$ cat src/vfbs_map.svh
// Purpose: Offsets, field positions, reset values and counts for the
//          video filter, self-test and sensor register bank.
// Assumes: Register offsets are word indices; byte address is four times.
// Notes:   Definitions only.
`ifndef VFBS_MAP_SVH
`define VFBS_MAP_SVH

// ****************************************************************
// Register indices
// ****************************************************************
`define IDX_FILTER_CFG 10'h010
`define IDX_MATCH_VAL 10'h011
`define IDX_RSVD_A 10'h012
`define IDX_ERR_FORCE 10'h013
`define IDX_TEST_CTRL 10'h014
`define IDX_VGAIN 10'h015
`define IDX_RSVD_B 10'h016
`define IDX_MON_CTRL0 10'h017
`define IDX_MON_CTRL1 10'h018

// ****************************************************************
// Reset values
// ****************************************************************
`define RST_FILTER_CFG 8'h00
`define RST_MATCH_VAL 8'h00
`define RST_RSVD_A 8'h00
`define RST_ERR_COUNT 7'h00
`define RST_TEST_CTRL 8'h00
`define RST_VGAIN 8'h20
`define RST_RSVD_B 8'h18
`define RST_MON_CTRL0 8'h3c
`define RST_MON_CTRL1 8'h80

// ****************************************************************
// Field positions
// ****************************************************************
`define FB_ANY_LONG 4
`define FB_MATCH_EN 3
`define FB_YUV_EN 2
`define FB_FV_INV 1
`define FB_LV_INV 0
`define FB_FORCE_TRIG 7
`define FB_LOCAL_TEST 3
`define FB_REMOTE_TEST 0
`define FB_GAIN_APPLY 7

// ****************************************************************
// Data type codes and gain figures
// ****************************************************************
`define DT_YUV10_A 6'h19
`define DT_YUV10_B 6'h1d
`define DT_YUV10_C 6'h1f
`define GAIN_NUMERATOR 8'h80
`define GAIN_SATURATE 8'hff

`endif

$ cat src/vfbs_pkg.sv
// Purpose: Types shared by the register bank and its helpers.
// Assumes: Nothing beyond the map header.
// Notes:   Holds no numbers of its own.
package vfbs_pkg;
  typedef enum logic [1:0] {clk_external, clk_int_50m, clk_int_25m}
    self_test_clk_t;
  typedef logic [5:0] data_type_t;
endpackage

$ cat src/filter_cfg_if.sv
// Purpose: Carries the video filter setup from the registers to the filter.
// Assumes: Single clock domain.
// Notes:   No clocking block.
interface filter_cfg_if;
  logic any_long_type_pass;
  logic type_match_enable;
  logic yuv10_pass_enable;
  logic frame_valid_invert;
  logic line_valid_invert;
  vfbs_pkg::data_type_t type_match_value;
  modport src (output any_long_type_pass, type_match_enable,
    yuv10_pass_enable, frame_valid_invert, line_valid_invert,
    type_match_value);
  modport dst (input any_long_type_pass, type_match_enable,
    yuv10_pass_enable, frame_valid_invert, line_valid_invert,
    type_match_value);
endinterface

$ cat src/packet_type_filter.sv
// Purpose: Pass decision per packet data type, sync polarity inversion.
// Assumes: Packet type, valid and syncs are synchronous to pclk.
// Notes:   Decision and syncs are registered, one cycle of latency.
`include "vfbs_map.svh"
module packet_type_filter
  import vfbs_pkg::*;
(
  input wire logic pclk,
  input wire logic presetn,
  filter_cfg_if.dst cfg,
  input wire logic fast_video_mode,
  input wire logic pkt_valid,
  input wire vfbs_pkg::data_type_t pkt_type,
  input wire logic frame_valid_in,
  input wire logic line_valid_in,
  output logic pkt_pass_ff,
  output logic pkt_done_ff,
  output logic frame_valid_ff,
  output logic line_valid_ff
);
  logic is_long;
  logic match_long;
  logic is_yuv10;
  logic nxt_pass;

  always_comb
  begin
    is_long = pkt_type[5] | pkt_type[4];
    match_long = cfg.type_match_value[5] | cfg.type_match_value[4];
    is_yuv10 = (pkt_type == `DT_YUV10_A) || (pkt_type == `DT_YUV10_B) ||
      (pkt_type == `DT_YUV10_C);
    nxt_pass = 1'b0;
    if (cfg.any_long_type_pass && is_long)
      nxt_pass = 1'b1;
    // Match ignores the 75M/100M mode; short codes never match
    if (cfg.type_match_enable && match_long &&
        pkt_type == cfg.type_match_value)
      nxt_pass = 1'b1;
    if (cfg.yuv10_pass_enable && fast_video_mode && is_yuv10)
      nxt_pass = 1'b1;
  end

  always_ff @(posedge pclk or negedge presetn)
  begin
    if (!presetn)
    begin
      pkt_pass_ff <= 1'b0;
      pkt_done_ff <= 1'b0;
    end
    else
    begin
      pkt_pass_ff <= pkt_valid & nxt_pass;
      pkt_done_ff <= pkt_valid;
    end
  end

  always_ff @(posedge pclk or negedge presetn)
  begin
    if (!presetn)
    begin
      frame_valid_ff <= 1'b0;
      line_valid_ff <= 1'b0;
    end
    else
    begin
      frame_valid_ff <= frame_valid_in ^ cfg.frame_valid_invert;
      line_valid_ff <= line_valid_in ^ cfg.line_valid_invert;
    end
  end
endmodule

$ cat src/parity_error_injector.sv
// Purpose: Emits a burst of forward-channel parity error pulses.
// Assumes: Trigger is a one-cycle pulse.
// Notes:   A trigger during a burst restarts it with the new count.
module parity_error_injector (
  input wire logic pclk,
  input wire logic presetn,
  input wire logic trigger,
  input wire logic [6:0] count,
  output logic error_pulse_ff,
  output logic busy
);
  logic [6:0] remain_ff;

  always_ff @(posedge pclk or negedge presetn)
  begin
    if (!presetn)
      remain_ff <= 7'h00;
    else if (trigger)
      remain_ff <= count;
    else if (remain_ff != 7'h00)
      remain_ff <= remain_ff - 7'h01;
  end

  always_ff @(posedge pclk or negedge presetn)
  begin
    if (!presetn)
      error_pulse_ff <= 1'b0;
    else
      error_pulse_ff <= (remain_ff != 7'h00);
  end

  assign busy = (remain_ff != 7'h00) | error_pulse_ff;
endmodule

$ cat src/video_filter_built_in_self_test_sensor_regs.sv
// Purpose: APB register bank for the parallel video filter, built-in
//          self test with parity error forcing, and sensor setup.
// Assumes: APB with 32-bit data; registers hold 8 bits in the low lane.
// Notes:   No wait states on any transfer; read data are registered.
//
// Overview of operation
// - Any-long-type bit passes every packet with a long data type.
// - Match-enable bit compares packet types with the stored match value.
// - While matching is on, writes to the match value are ignored.
// - YUV bit in fast mode passes types 0x19, 0x1d and 0x1f.
// - Bit 1 inverts frame valid, bit 0 inverts line valid.
// - Matching types pass whichever video speed mode is selected.
// - Only a long match value, bit 5 or 4 set, can match.
// - Writing the self-clearing force bit outside self test injects the programmed errors.
// - Entering self test injects the programmed errors automatically.
// - Seven-bit count sets errors per forcing event, reset zero.
// - Local self-test enable bit puts the device in self test.
// - Clock select: 00 external, 01 internal 50 MHz, 1X 25 MHz.
// - Bit 0 enables the video-path compatible self-test mode.
// - Nonzero upper control field enables forcing, zero disables it.
// - Voltage gain equals 128 divided by the seven-bit field.
// - Sensor enable field: 00 off, 11 on, resets enabled.
// - GPIO sense select: none, GPIO0, GPIO1 or both pins.
// - Gain-apply bit applies the sensor gain, resets to one.
//
// Chosen here: the APB slave port.
`include "vfbs_map.svh"
module video_filter_built_in_self_test_sensor_regs
  import vfbs_pkg::*;
(
  input wire logic pclk,
  input wire logic presetn,
  input wire logic psel,
  input wire logic penable,
  input wire logic pwrite,
  input wire logic [11:0] paddr,
  input wire logic [31:0] pwdata,
  input wire logic [3:0] pstrb,
  output logic [31:0] prdata,
  output logic pready,
  output logic pslverr,
  input wire logic fast_video_mode,
  input wire logic pkt_valid,
  input wire vfbs_pkg::data_type_t pkt_type,
  input wire logic frame_valid_in,
  input wire logic line_valid_in,
  output logic pkt_pass,
  output logic pkt_done,
  output logic frame_valid_out,
  output logic line_valid_out,
  output logic self_test_active,
  output logic remote_self_test_enable,
  output vfbs_pkg::self_test_clk_t self_test_clock_select,
  output logic forward_error_force_enable,
  output logic parity_error_inject,
  output logic parity_inject_busy,
  output logic [6:0] voltage_gain_divisor,
  output logic [7:0] voltage_gain_ratio,
  output logic sensor_gain_apply,
  output logic sensors_enabled,
  output logic [1:0] gpio_sense_select
);
  // ****************************************************************
  // Storage
  // ****************************************************************
  logic [7:0] filter_cfg_ff;
  logic [7:0] match_val_ff;
  logic [7:0] rsvd_a_ff;
  logic [6:0] err_count_ff;
  logic [7:0] test_ctrl_ff;
  logic [7:0] vgain_ff;
  logic [7:0] rsvd_b_ff;
  logic [7:0] mon_ctrl0_ff;
  logic [7:0] mon_ctrl1_ff;
  logic [31:0] prdata_ff;
  logic slverr_ff;
  logic test_active_ff;
  logic force_nz_ff;
  logic [7:0] gain_ratio_ff;

  logic [9:0] idx;
  logic mapped;
  logic wr_en;
  logic [7:0] wbyte;
  logic [7:0] nxt_rdata;
  logic force_write;
  logic test_entry;
  logic force_rise;
  logic inject_trigger;
  logic [7:0] nxt_gain_ratio;

  filter_cfg_if cfg_bus ();

  // ****************************************************************
  // APB decode
  // ****************************************************************
  always_comb
  begin
    idx = paddr[11:2];
    mapped = (paddr[1:0] == 2'b00) &&
      (idx >= `IDX_FILTER_CFG) && (idx <= `IDX_MON_CTRL1);
  end

  // Access phase always completes; setup already prepared the answer
  assign pready = psel & penable;
  assign pslverr = psel & penable & slverr_ff;
  assign prdata = prdata_ff;
  assign wr_en = psel & penable & pwrite & mapped & pstrb[0];
  assign wbyte = pwdata[7:0];

  always_comb
  begin
    nxt_rdata = 8'h00;
    unique case (idx)
      `IDX_FILTER_CFG: nxt_rdata = filter_cfg_ff;
      `IDX_MATCH_VAL: nxt_rdata = match_val_ff;
      `IDX_RSVD_A: nxt_rdata = rsvd_a_ff;
      `IDX_ERR_FORCE: nxt_rdata = {1'b0, err_count_ff};
      `IDX_TEST_CTRL: nxt_rdata = test_ctrl_ff;
      `IDX_VGAIN: nxt_rdata = vgain_ff;
      `IDX_RSVD_B: nxt_rdata = rsvd_b_ff;
      `IDX_MON_CTRL0: nxt_rdata = mon_ctrl0_ff;
      `IDX_MON_CTRL1: nxt_rdata = mon_ctrl1_ff;
      default: nxt_rdata = 8'h00;
    endcase
    if (!mapped)
      nxt_rdata = 8'h00;
  end

  // Read data and error are latched in the setup cycle
  always_ff @(posedge pclk or negedge presetn)
  begin
    if (!presetn)
    begin
      prdata_ff <= 32'h0000_0000;
      slverr_ff <= 1'b0;
    end
    else if (psel && !penable)
    begin
      prdata_ff <= {24'h00_0000, nxt_rdata};
      slverr_ff <= ~mapped;
    end
  end

  // ****************************************************************
  // Register writes
  // ****************************************************************
  // Reserved fields are kept as written; software keeps their defaults
  always_ff @(posedge pclk or negedge presetn)
  begin
    if (!presetn)
    begin
      filter_cfg_ff <= `RST_FILTER_CFG;
      rsvd_a_ff <= `RST_RSVD_A;
      rsvd_b_ff <= `RST_RSVD_B;
    end
    else if (wr_en)
    begin
      if (idx == `IDX_FILTER_CFG)
        filter_cfg_ff <= wbyte;
      if (idx == `IDX_RSVD_A)
        rsvd_a_ff <= wbyte;
      if (idx == `IDX_RSVD_B)
        rsvd_b_ff <= wbyte;
    end
  end

  // Blocking uses the enable as stored before this write lands
  always_ff @(posedge pclk or negedge presetn)
  begin
    if (!presetn)
      match_val_ff <= `RST_MATCH_VAL;
    else if (wr_en && idx == `IDX_MATCH_VAL &&
             !filter_cfg_ff[`FB_MATCH_EN])
      match_val_ff <= wbyte;
  end

  always_ff @(posedge pclk or negedge presetn)
  begin
    if (!presetn)
    begin
      err_count_ff <= `RST_ERR_COUNT;
      test_ctrl_ff <= `RST_TEST_CTRL;
    end
    else if (wr_en)
    begin
      if (idx == `IDX_ERR_FORCE)
        err_count_ff <= wbyte[6:0];
      if (idx == `IDX_TEST_CTRL)
        test_ctrl_ff <= wbyte;
    end
  end

  always_ff @(posedge pclk or negedge presetn)
  begin
    if (!presetn)
    begin
      vgain_ff <= `RST_VGAIN;
      mon_ctrl0_ff <= `RST_MON_CTRL0;
      mon_ctrl1_ff <= `RST_MON_CTRL1;
    end
    else if (wr_en)
    begin
      if (idx == `IDX_VGAIN)
        vgain_ff <= wbyte;
      if (idx == `IDX_MON_CTRL0)
        mon_ctrl0_ff <= wbyte;
      if (idx == `IDX_MON_CTRL1)
        mon_ctrl1_ff <= wbyte;
    end
  end

  // ****************************************************************
  // Video filter
  // ****************************************************************
  assign cfg_bus.any_long_type_pass = filter_cfg_ff[`FB_ANY_LONG];
  assign cfg_bus.type_match_enable = filter_cfg_ff[`FB_MATCH_EN];
  assign cfg_bus.yuv10_pass_enable = filter_cfg_ff[`FB_YUV_EN];
  assign cfg_bus.frame_valid_invert = filter_cfg_ff[`FB_FV_INV];
  assign cfg_bus.line_valid_invert = filter_cfg_ff[`FB_LV_INV];
  assign cfg_bus.type_match_value = match_val_ff[5:0];

  packet_type_filter u_filter (
    .pclk(pclk),
    .presetn(presetn),
    .cfg(cfg_bus.dst),
    .fast_video_mode(fast_video_mode),
    .pkt_valid(pkt_valid),
    .pkt_type(pkt_type),
    .frame_valid_in(frame_valid_in),
    .line_valid_in(line_valid_in),
    .pkt_pass_ff(pkt_pass),
    .pkt_done_ff(pkt_done),
    .frame_valid_ff(frame_valid_out),
    .line_valid_ff(line_valid_out)
  );

  // ****************************************************************
  // Self test and error forcing
  // ****************************************************************
  assign self_test_active = test_ctrl_ff[`FB_LOCAL_TEST] |
    test_ctrl_ff[`FB_REMOTE_TEST];
  assign remote_self_test_enable = test_ctrl_ff[`FB_REMOTE_TEST];
  assign forward_error_force_enable = |test_ctrl_ff[7:4];

  always_comb
  begin
    unique case (test_ctrl_ff[2:1])
      2'b00: self_test_clock_select = clk_external;
      2'b01: self_test_clock_select = clk_int_50m;
      default: self_test_clock_select = clk_int_25m;
    endcase
  end

  always_ff @(posedge pclk or negedge presetn)
  begin
    if (!presetn)
    begin
      test_active_ff <= 1'b0;
      force_nz_ff <= 1'b0;
    end
    else
    begin
      test_active_ff <= self_test_active;
      force_nz_ff <= forward_error_force_enable;
    end
  end

  // The trigger bit is never stored, so it reads back as zero
  assign force_write = wr_en && idx == `IDX_ERR_FORCE &&
    wbyte[`FB_FORCE_TRIG] && !self_test_active;
  assign test_entry = self_test_active & ~test_active_ff;
  assign force_rise = forward_error_force_enable & ~force_nz_ff;
  assign inject_trigger = force_write | test_entry | force_rise;

  // A force write carries its own count, which lands the same edge
  parity_error_injector u_inject (
    .pclk(pclk),
    .presetn(presetn),
    .trigger(inject_trigger),
    .count(force_write ? wbyte[6:0] : err_count_ff),
    .error_pulse_ff(parity_error_inject),
    .busy(parity_inject_busy)
  );

  // ****************************************************************
  // Sensors
  // ****************************************************************
  assign voltage_gain_divisor = vgain_ff[6:0];
  assign sensor_gain_apply = mon_ctrl1_ff[`FB_GAIN_APPLY];
  assign sensors_enabled = (mon_ctrl0_ff[3:2] == 2'b11);
  assign gpio_sense_select = mon_ctrl0_ff[1:0];
  assign voltage_gain_ratio = gain_ratio_ff;

  // A zero divisor has no gain; it saturates rather than divide by zero
  always_comb
  begin
    if (vgain_ff[6:0] == 7'h00)
      nxt_gain_ratio = `GAIN_SATURATE;
    else
      nxt_gain_ratio = `GAIN_NUMERATOR / {1'b0, vgain_ff[6:0]};
  end

  always_ff @(posedge pclk or negedge presetn)
  begin
    if (!presetn)
      gain_ratio_ff <= 8'h04;
    else
      gain_ratio_ff <= nxt_gain_ratio;
  end

  logic [7:0] tally_ff;
  logic [6:0] loaded_ff;
  always_ff @(posedge pclk or negedge presetn)
  begin
    if (!presetn)
    begin
      tally_ff <= 8'h00;
      loaded_ff <= 7'h00;
    end
    else if (inject_trigger)
    begin
      tally_ff <= 8'h00;
      loaded_ff <= force_write ? wbyte[6:0] : err_count_ff;
    end
    else if (parity_error_inject)
      tally_ff <= tally_ff + 8'h01;
  end
endmodule

$ cat config.mk
export PLATFORM = sky130hd
export DESIGN_NAME = video_filter_built_in_self_test_sensor_regs
export DESIGN_NICKNAME = d
export VERILOG_FILES = /design/src/vfbs_pkg.sv /design/src/filter_cfg_if.sv /design/src/packet_type_filter.sv /design/src/parity_error_injector.sv /design/src/video_filter_built_in_self_test_sensor_regs.sv
export VERILOG_INCLUDE_DIRS = /design/src /design/src/src
export SDC_FILE = /design/constraint.sdc
export NUM_CORES = 1
export LEC_CHECK = 0
export BUFFER_PORTS_ARGS = -buffer_cell sky130_fd_sc_hd__buf_2
export CORE_ASPECT_RATIO = 1.25
export CORE_MARGIN = 2
export CORE_UTILIZATION = 32
export DETAILED_ROUTE_END_ITERATION = 8
export SYNTH_ARGS = -nofsm -noshare
export SYNTH_HDL_FRONTEND = slang
export SYNTH_SLANG_ARGS = --single-unit
export TNS_END_PERCENT = 20
$ cat constraint.sdc
create_clock -name pclk -period 9.81 [get_ports pclk]
set_input_delay 0.4905 -clock pclk [delete_from_list [all_inputs] [get_ports pclk]]
set_output_delay 0.4905 -clock pclk [all_outputs]
set_load 0.1 [all_outputs]
After elaboration in Yosys (flattened, before gate mapping)

Cells that the tools add are included.

Register bits: 102
Bits of input ports: 63
Output and inout bits: 64
Logic and storage cells: 100

Add/subtract/negate cells: 1
Div/mod/pow operators: 1
$lt $le $gt $ge: 2
Equal/unequal tests: 15
Muxes and demuxes: 10
Bitwise logic cells: 19
Reductions and logical operators: 32

Operators by type and width:

| kind                                                                                  | count |
|---|---|
| 10-bit by 5-bit == test with 1-bit output (second input constant)                     | 9 |
| 8-bit one-hot mux with 9 select lines                                                 | 1 |
| 7-bit two-way mux                                                                     | 3 |
| 6-bit by 5-bit == test with 1-bit output (second input constant)                      | 3 |
| 8-bit two-way mux                                                                     | 2 |
| 2-bit AND reduction                                                                   | 8 |
| 1-bit logical AND                                                                     | 13 |
| 10-bit by 5-bit greater-or-equal comparator with 1-bit output (second input constant) | 1 |
| 10-bit by 5-bit less-or-equal comparator with 1-bit output (second input constant)    | 1 |
| 1-bit bitwise AND                                                                     | 8 |
| 8-bit by 7-bit divider with 8-bit output (first input constant)                       | 1 |
| 7-bit zero test                                                                       | 1 |
| 7-bit nonzero test                                                                    | 1 |
| 7-bit by 1-bit subtractor with 7-bit output (second input constant)                   | 1 |
| 6-bit == test                                                                         | 1 |
| 1-bit OR                                                                              | 6 |
| 2-bit zero test                                                                       | 2 |
| 2-bit one-hot mux with 2 select lines                                                 | 1 |
| 4-bit OR reduction                                                                    | 1 |
| 1-bit zero test                                                                       | 3 |
| 1-bit two-way mux                                                                     | 3 |
| 1-bit NOT                                                                             | 3 |
| 2-bit by 1-bit == test with 1-bit output (second input constant)                      | 1 |
| 2-bit == test (second input constant)                                                 | 1 |
| other kinds (3)                                                                       | 5 |

Longest topological paths before layout

Depth in word-level cells: 11
Depth in mapped cells: 45
Mapped depth without buffers: 43

Modules after synthesis

From an unflattened synthesis, not the netlist that was laid out.

Cells, all modules: 627
Area, all modules: 6,463.7 um^2

By module, submodules not included:

| module                                      | times used | cells an instance | area each (um^2) |
|---|---|---|---|
| video_filter_built_in_self_test_sensor_regs | 1          | 560               | 5,770.5 |
| parity_error_injector                       | 1          | 46                | 469.2 |
| packet_type_filter                          | 1          | 21                | 224.0 |

Worst setup path before layout

OpenSTA, ideal clock, no wires.

Path kind: register -> register
Start: register vgain_ff[0]
End: register gain_ratio_ff[0], in the netlist voltage_gain_ratio[0]
Data arrival time: 9.442 ns
Path slack: 0.242 ns
Cell stages (with the launch flop): 40
Buffers on the path: 4
Cells stage by stage: dfrtp_1 > clkbuf_1 > clkbuf_1 > nand2_1 > ha_1 > or2_2 > o211ai_1 > nand2b_1 > ha_1 > a21oi_1 > o21ai_0 > o32a_1 > ha_1 > a21o_1 > a31o_2 > and2_1 > o21ai_0 > ha_1 > [4 not listed] > mux2_2 > ha_1 > a21o_1 > a21oi_1 > a21boi_0 > o21ai_0 > mux2_2 > ha_1 > a211o_1 > a211oi_1 > o21ba_2 > clkbuf_1 > mux2_2 > ha_1 > a2111oi_0 > a211o_1 > o2111a_1 > o41ai_1

Cells in the longest elaborated chain, start to end: 2
Elaborated cells between the ends (all ways): 3
Those cells by class: 1 x div; 1 x mux; 1 x reduce/logical

Ends and longest elaborated chain:

| what                                                                                         | line                                               | source |
|---|---|---|
| from (decl)                                                                                  | video_filter_built_in_self_test_sensor_regs.sv:71  | `logic [7:0] vgain_ff;` |
| from (signal assigned)                                                                       | video_filter_built_in_self_test_sensor_regs.sv:198 | `` vgain_ff <= `RST_VGAIN; `` |
| from (signal assigned)                                                                       | video_filter_built_in_self_test_sensor_regs.sv:205 | `vgain_ff <= wbyte;` |
| 8-bit by 7-bit divider with 8-bit output (no source line) or 7-bit zero test (tied branches) | -                                                  |  |
| 8-bit two-way mux (*)                                                                        | video_filter_built_in_self_test_sensor_regs.sv:298 | `if (vgain_ff[6:0] == 7'h00)` |
| net nxt_gain_ratio[0]                                                                        | video_filter_built_in_self_test_sensor_regs.sv:90  | `logic [7:0] nxt_gain_ratio;` |
| to (signal assigned)                                                                         | video_filter_built_in_self_test_sensor_regs.sv:309 | `gain_ratio_ff <= nxt_gain_ratio;` |
| to (decl)                                                                                    | video_filter_built_in_self_test_sensor_regs.sv:79  | `logic [7:0] gain_ratio_ff;` |

The timed path passes the listed nets; every way through them passes the cells marked *.
A chain may end at the register's enable or synchronous reset.

Worst setup path in the final report

Start: register vgain_ff[6]
End: register gain_ratio_ff[0], in the netlist voltage_gain_ratio[0]

The elaborated chain is that of the path after synthesis.

==> flow_summary.ini <==
[synth]
yosys_warnings = 0
synth_cell_types = 64
synthArstFlopShare = 1.00
ys_top_cells_by_area = dfrtp_1, mux2_2, ha_1
netlist_area_um2 = 6420
synth_flop_cell = dfrtp_1
yosysMostFrequentCell = dfrtp_1
syn_inst = 630
synth_top_cell_area_share = 0.363
yosysSeqAreaShare = 0.400
avgSynthCellArea_um2 = 10.2
synth_top_area_cell = dfrtp_1
synth_edf_count = 0
synth-seq-cells = 102
ys_top_cells_by_count = dfrtp_1, mux2_2, nand2_1, nor2_1, a21oi_1

[placement]
io_buffers = 75
dpl_worst_slack_ps = 13.4
place_congestion = 0.834
dpl.hpwl_um = 12100

[cts]
h-tree-depth = 3
clock_sinks = 102
clock_insertion_delay_worst_skew_ps = 360
cts_hold_buf = 0
clockBufferDepth = 2
cts_tree = built
cts_buffers = 9
cts-root-buf = clkbuf_16
clk_pin_slew_ps = 80

[global_routing]
grt_pass1_wl_um = 25800
grt_max_degree = 81
antenna_found_initial = 0
overflow = 0
grt_pass1_vias = 4730
grt_usage = 0.159

[layout]
syn2layout_area_growth_pct = 15.4
antenna_cells = 0
nNetsFinal = 789
drive_above_1_share = 0.321
fill_cells = 1944

[drt]
m1WireLength_um = 7000
dr.pass1.iters = 5
vias = 4868
top_layer_used = met4
routed-wl-met2_um = 8340
viasPerCell = 5.02
routed_wl_um = 16300
wl_met3_um = 620
ant_nets = 0
wl_per_cell_um = 16.8
drc = 0
drt_iter0_drc = 281

[setup_path]
crit_top_cell = ha_1
crit_fanout = 6
r2r_end = voltage_gain_ratio[0]
crit_path_start_kind = flip-flop
crit_type = reg2reg
slowest_stage = dfrtp_1
ff2ff_setup_slack_ps = 530
crit_start = vgain_ff[6]
required_ps = 10050
endpoint = voltage_gain_ratio[0]
crit_arrival_ps = 9520
worst_r2r_path_depth = 40
slowest_delay_ps = 420
endpoint_kind = flip-flop
r2r_start = vgain_ff[6]

[floorplanning]
die_w_um = 131
rows = 57
die-area_um2 = 21200
num_io_pins = 127
start_util = 0.328
core_um2 = 19500
die_h_um = 162

[timing]
slew_headroom = 0.296
worst_slew_pin_slew_ps = 1060
post-route-min-period_ps = 9280
period_share = 0.946
slew_viol_final = 0
setup_viol = 0
max_freq_mhz = 108
final_hold_viol_count = 0
setup_ws_ps = 533
clock_skew_ps = 7.71

[power]
leakage_nw = 3.66
power_density_nw_per_um2 = 139
ir_drop_mv = 0.0855
power_mw = 1.03

[hold_path]
hold_path.class = in2async

[run_status]
status = completed

[run]
max-cap-violations = 0
-- power by group --
part / leakage [nW] / switching [mW] / internal [mW] / total, mW
registers: 1.32 / 0.0112 / 0.437 / 0.448
clock network: 0.166 / 0.179 / 0.231 / 0.409
logic: 2.17 / 0.118 / 0.0557 / 0.173
-- state kept, by name, summed over array words and instances (netlist names) --
register,cells
err_count_ff,7
filter_cfg_ff,8
force_nz_ff,1
match_val_ff,8
mon_ctrl0_ff,8
mon_ctrl1_ff,8
prdata,8
rsvd_a_ff,8
rsvd_b_ff,8
slverr_ff,1
test_active_ff,1
test_ctrl_ff,8
u_filter.frame_valid_ff,1
u_filter.line_valid_ff,1
u_filter.pkt_done_ff,1
u_filter.pkt_pass_ff,1
u_inject.error_pulse_ff,1
u_inject.remain_ff,7
vgain_ff,8
voltage_gain_ratio,8
-- worst min path at each step --
stage,to,cells after the start,from,slack [ps]
floorplan,err_count_ff[0],0,presetn,190
global placement,voltage_gain_ratio[6],1,presetn,400
detailed placement,voltage_gain_ratio[6],1,presetn,410
CTS,u_inject.remain_ff[5],1,presetn,20
global route,filter_cfg_ff[0],1,presetn,30
finish,mon_ctrl0_ff[1],1,presetn,20
-- worst max-delay path, delay by kind of cell (launching register included) --
kind | cells | cell delay (ps)
DFF | 1 | 420
adders and majority gates | 7 | 2070
AOI/OAI and AO/OA | 20 | 4190
and+or+nand+nor | 9 | 1450
muxes | 2 | 700
buffers and inverters | 2 | 330
-- logic make-up (layout without fill, tap and decap cells) --
logic type | after synthesis | in the layout | synth area share
AOI/OAI and AO/OA | 134 | 134 | 0.137
xor gates and xnor gates | 25 | 25 | 0.0341
adders and majority gates | 27 | 27 | 0.0527
buffers and inverters | 81 | 132 | 0.0683
DFF | 102 | 102 | 0.400
muxes | 96 | 96 | 0.178
other | 1 | 24 | 0.000584
and+or+nand+nor | 164 | 164 | 0.130
-- layout by cell type (no fill, tap or decap), types with 9 or more instances in the layout --
cell type and instances:
a21o_1 11, a21oi_1 35, buf_2 74, buf_4 24, clkbuf_16 9, conb_1 24
dfrtp_1 93, dfstp_2 9, ha_1 26, inv_1 18, mux2_2 74, mux2i_1 15
nand2_1 43, nand2b_1 9, nor2_1 42, nor3_1 11, o21ai_0 29, xnor2_1 12
xor2_1 13
-- layout make-up --
| class | count | area (µm²) | area share |
|---|---|---|---|
| multi-input cells | 470 | 3550 | 0.480 |
| repair buffers | 98 | 551 | 0.0744 |
| well taps | 265 | 332 | 0.0448 |
| clock buffers | 9 | 225 | 0.0304 |
| clock inverters | 7 | 114 | 0.0154 |
| flip-flops and latches | 102 | 2560 | 0.346 |
| inverters | 18 | 67.6 | 0.00913 |
-- timing repair --
action / in CTS / in global routing
pin swaps: 0 / 4
resized for setup: 1 / 12
endpoints found under the setup margin: 1 / 1
setup buffers: 0 / 3
-- metal layers --
metal / vias up / track usage
li1: 2351 / -
met1: 2375 / 0.200
met2: 126 / 0.277
met3: 16 / 0.0198
met4: 0 / 0.0575
met5: - / 0
-- through the flow --
step            util  setup TNS [ps]  cells  hold slack, ps  instance area [µm²]
3_3_place_gp   0.358               0    950             400                 6990
6_report       0.379               0    969            17.3                 7400
2_1_floorplan      -               0    653             195                 6500
5_1_grt        0.379           -29.2    969            32.2                 7400
3_5_place_dp   0.358               0    950             405                 6990
4_1_cts        0.375               0    966            18.0                 7340
Note: power is estimated with default switching activity, not from simulation.
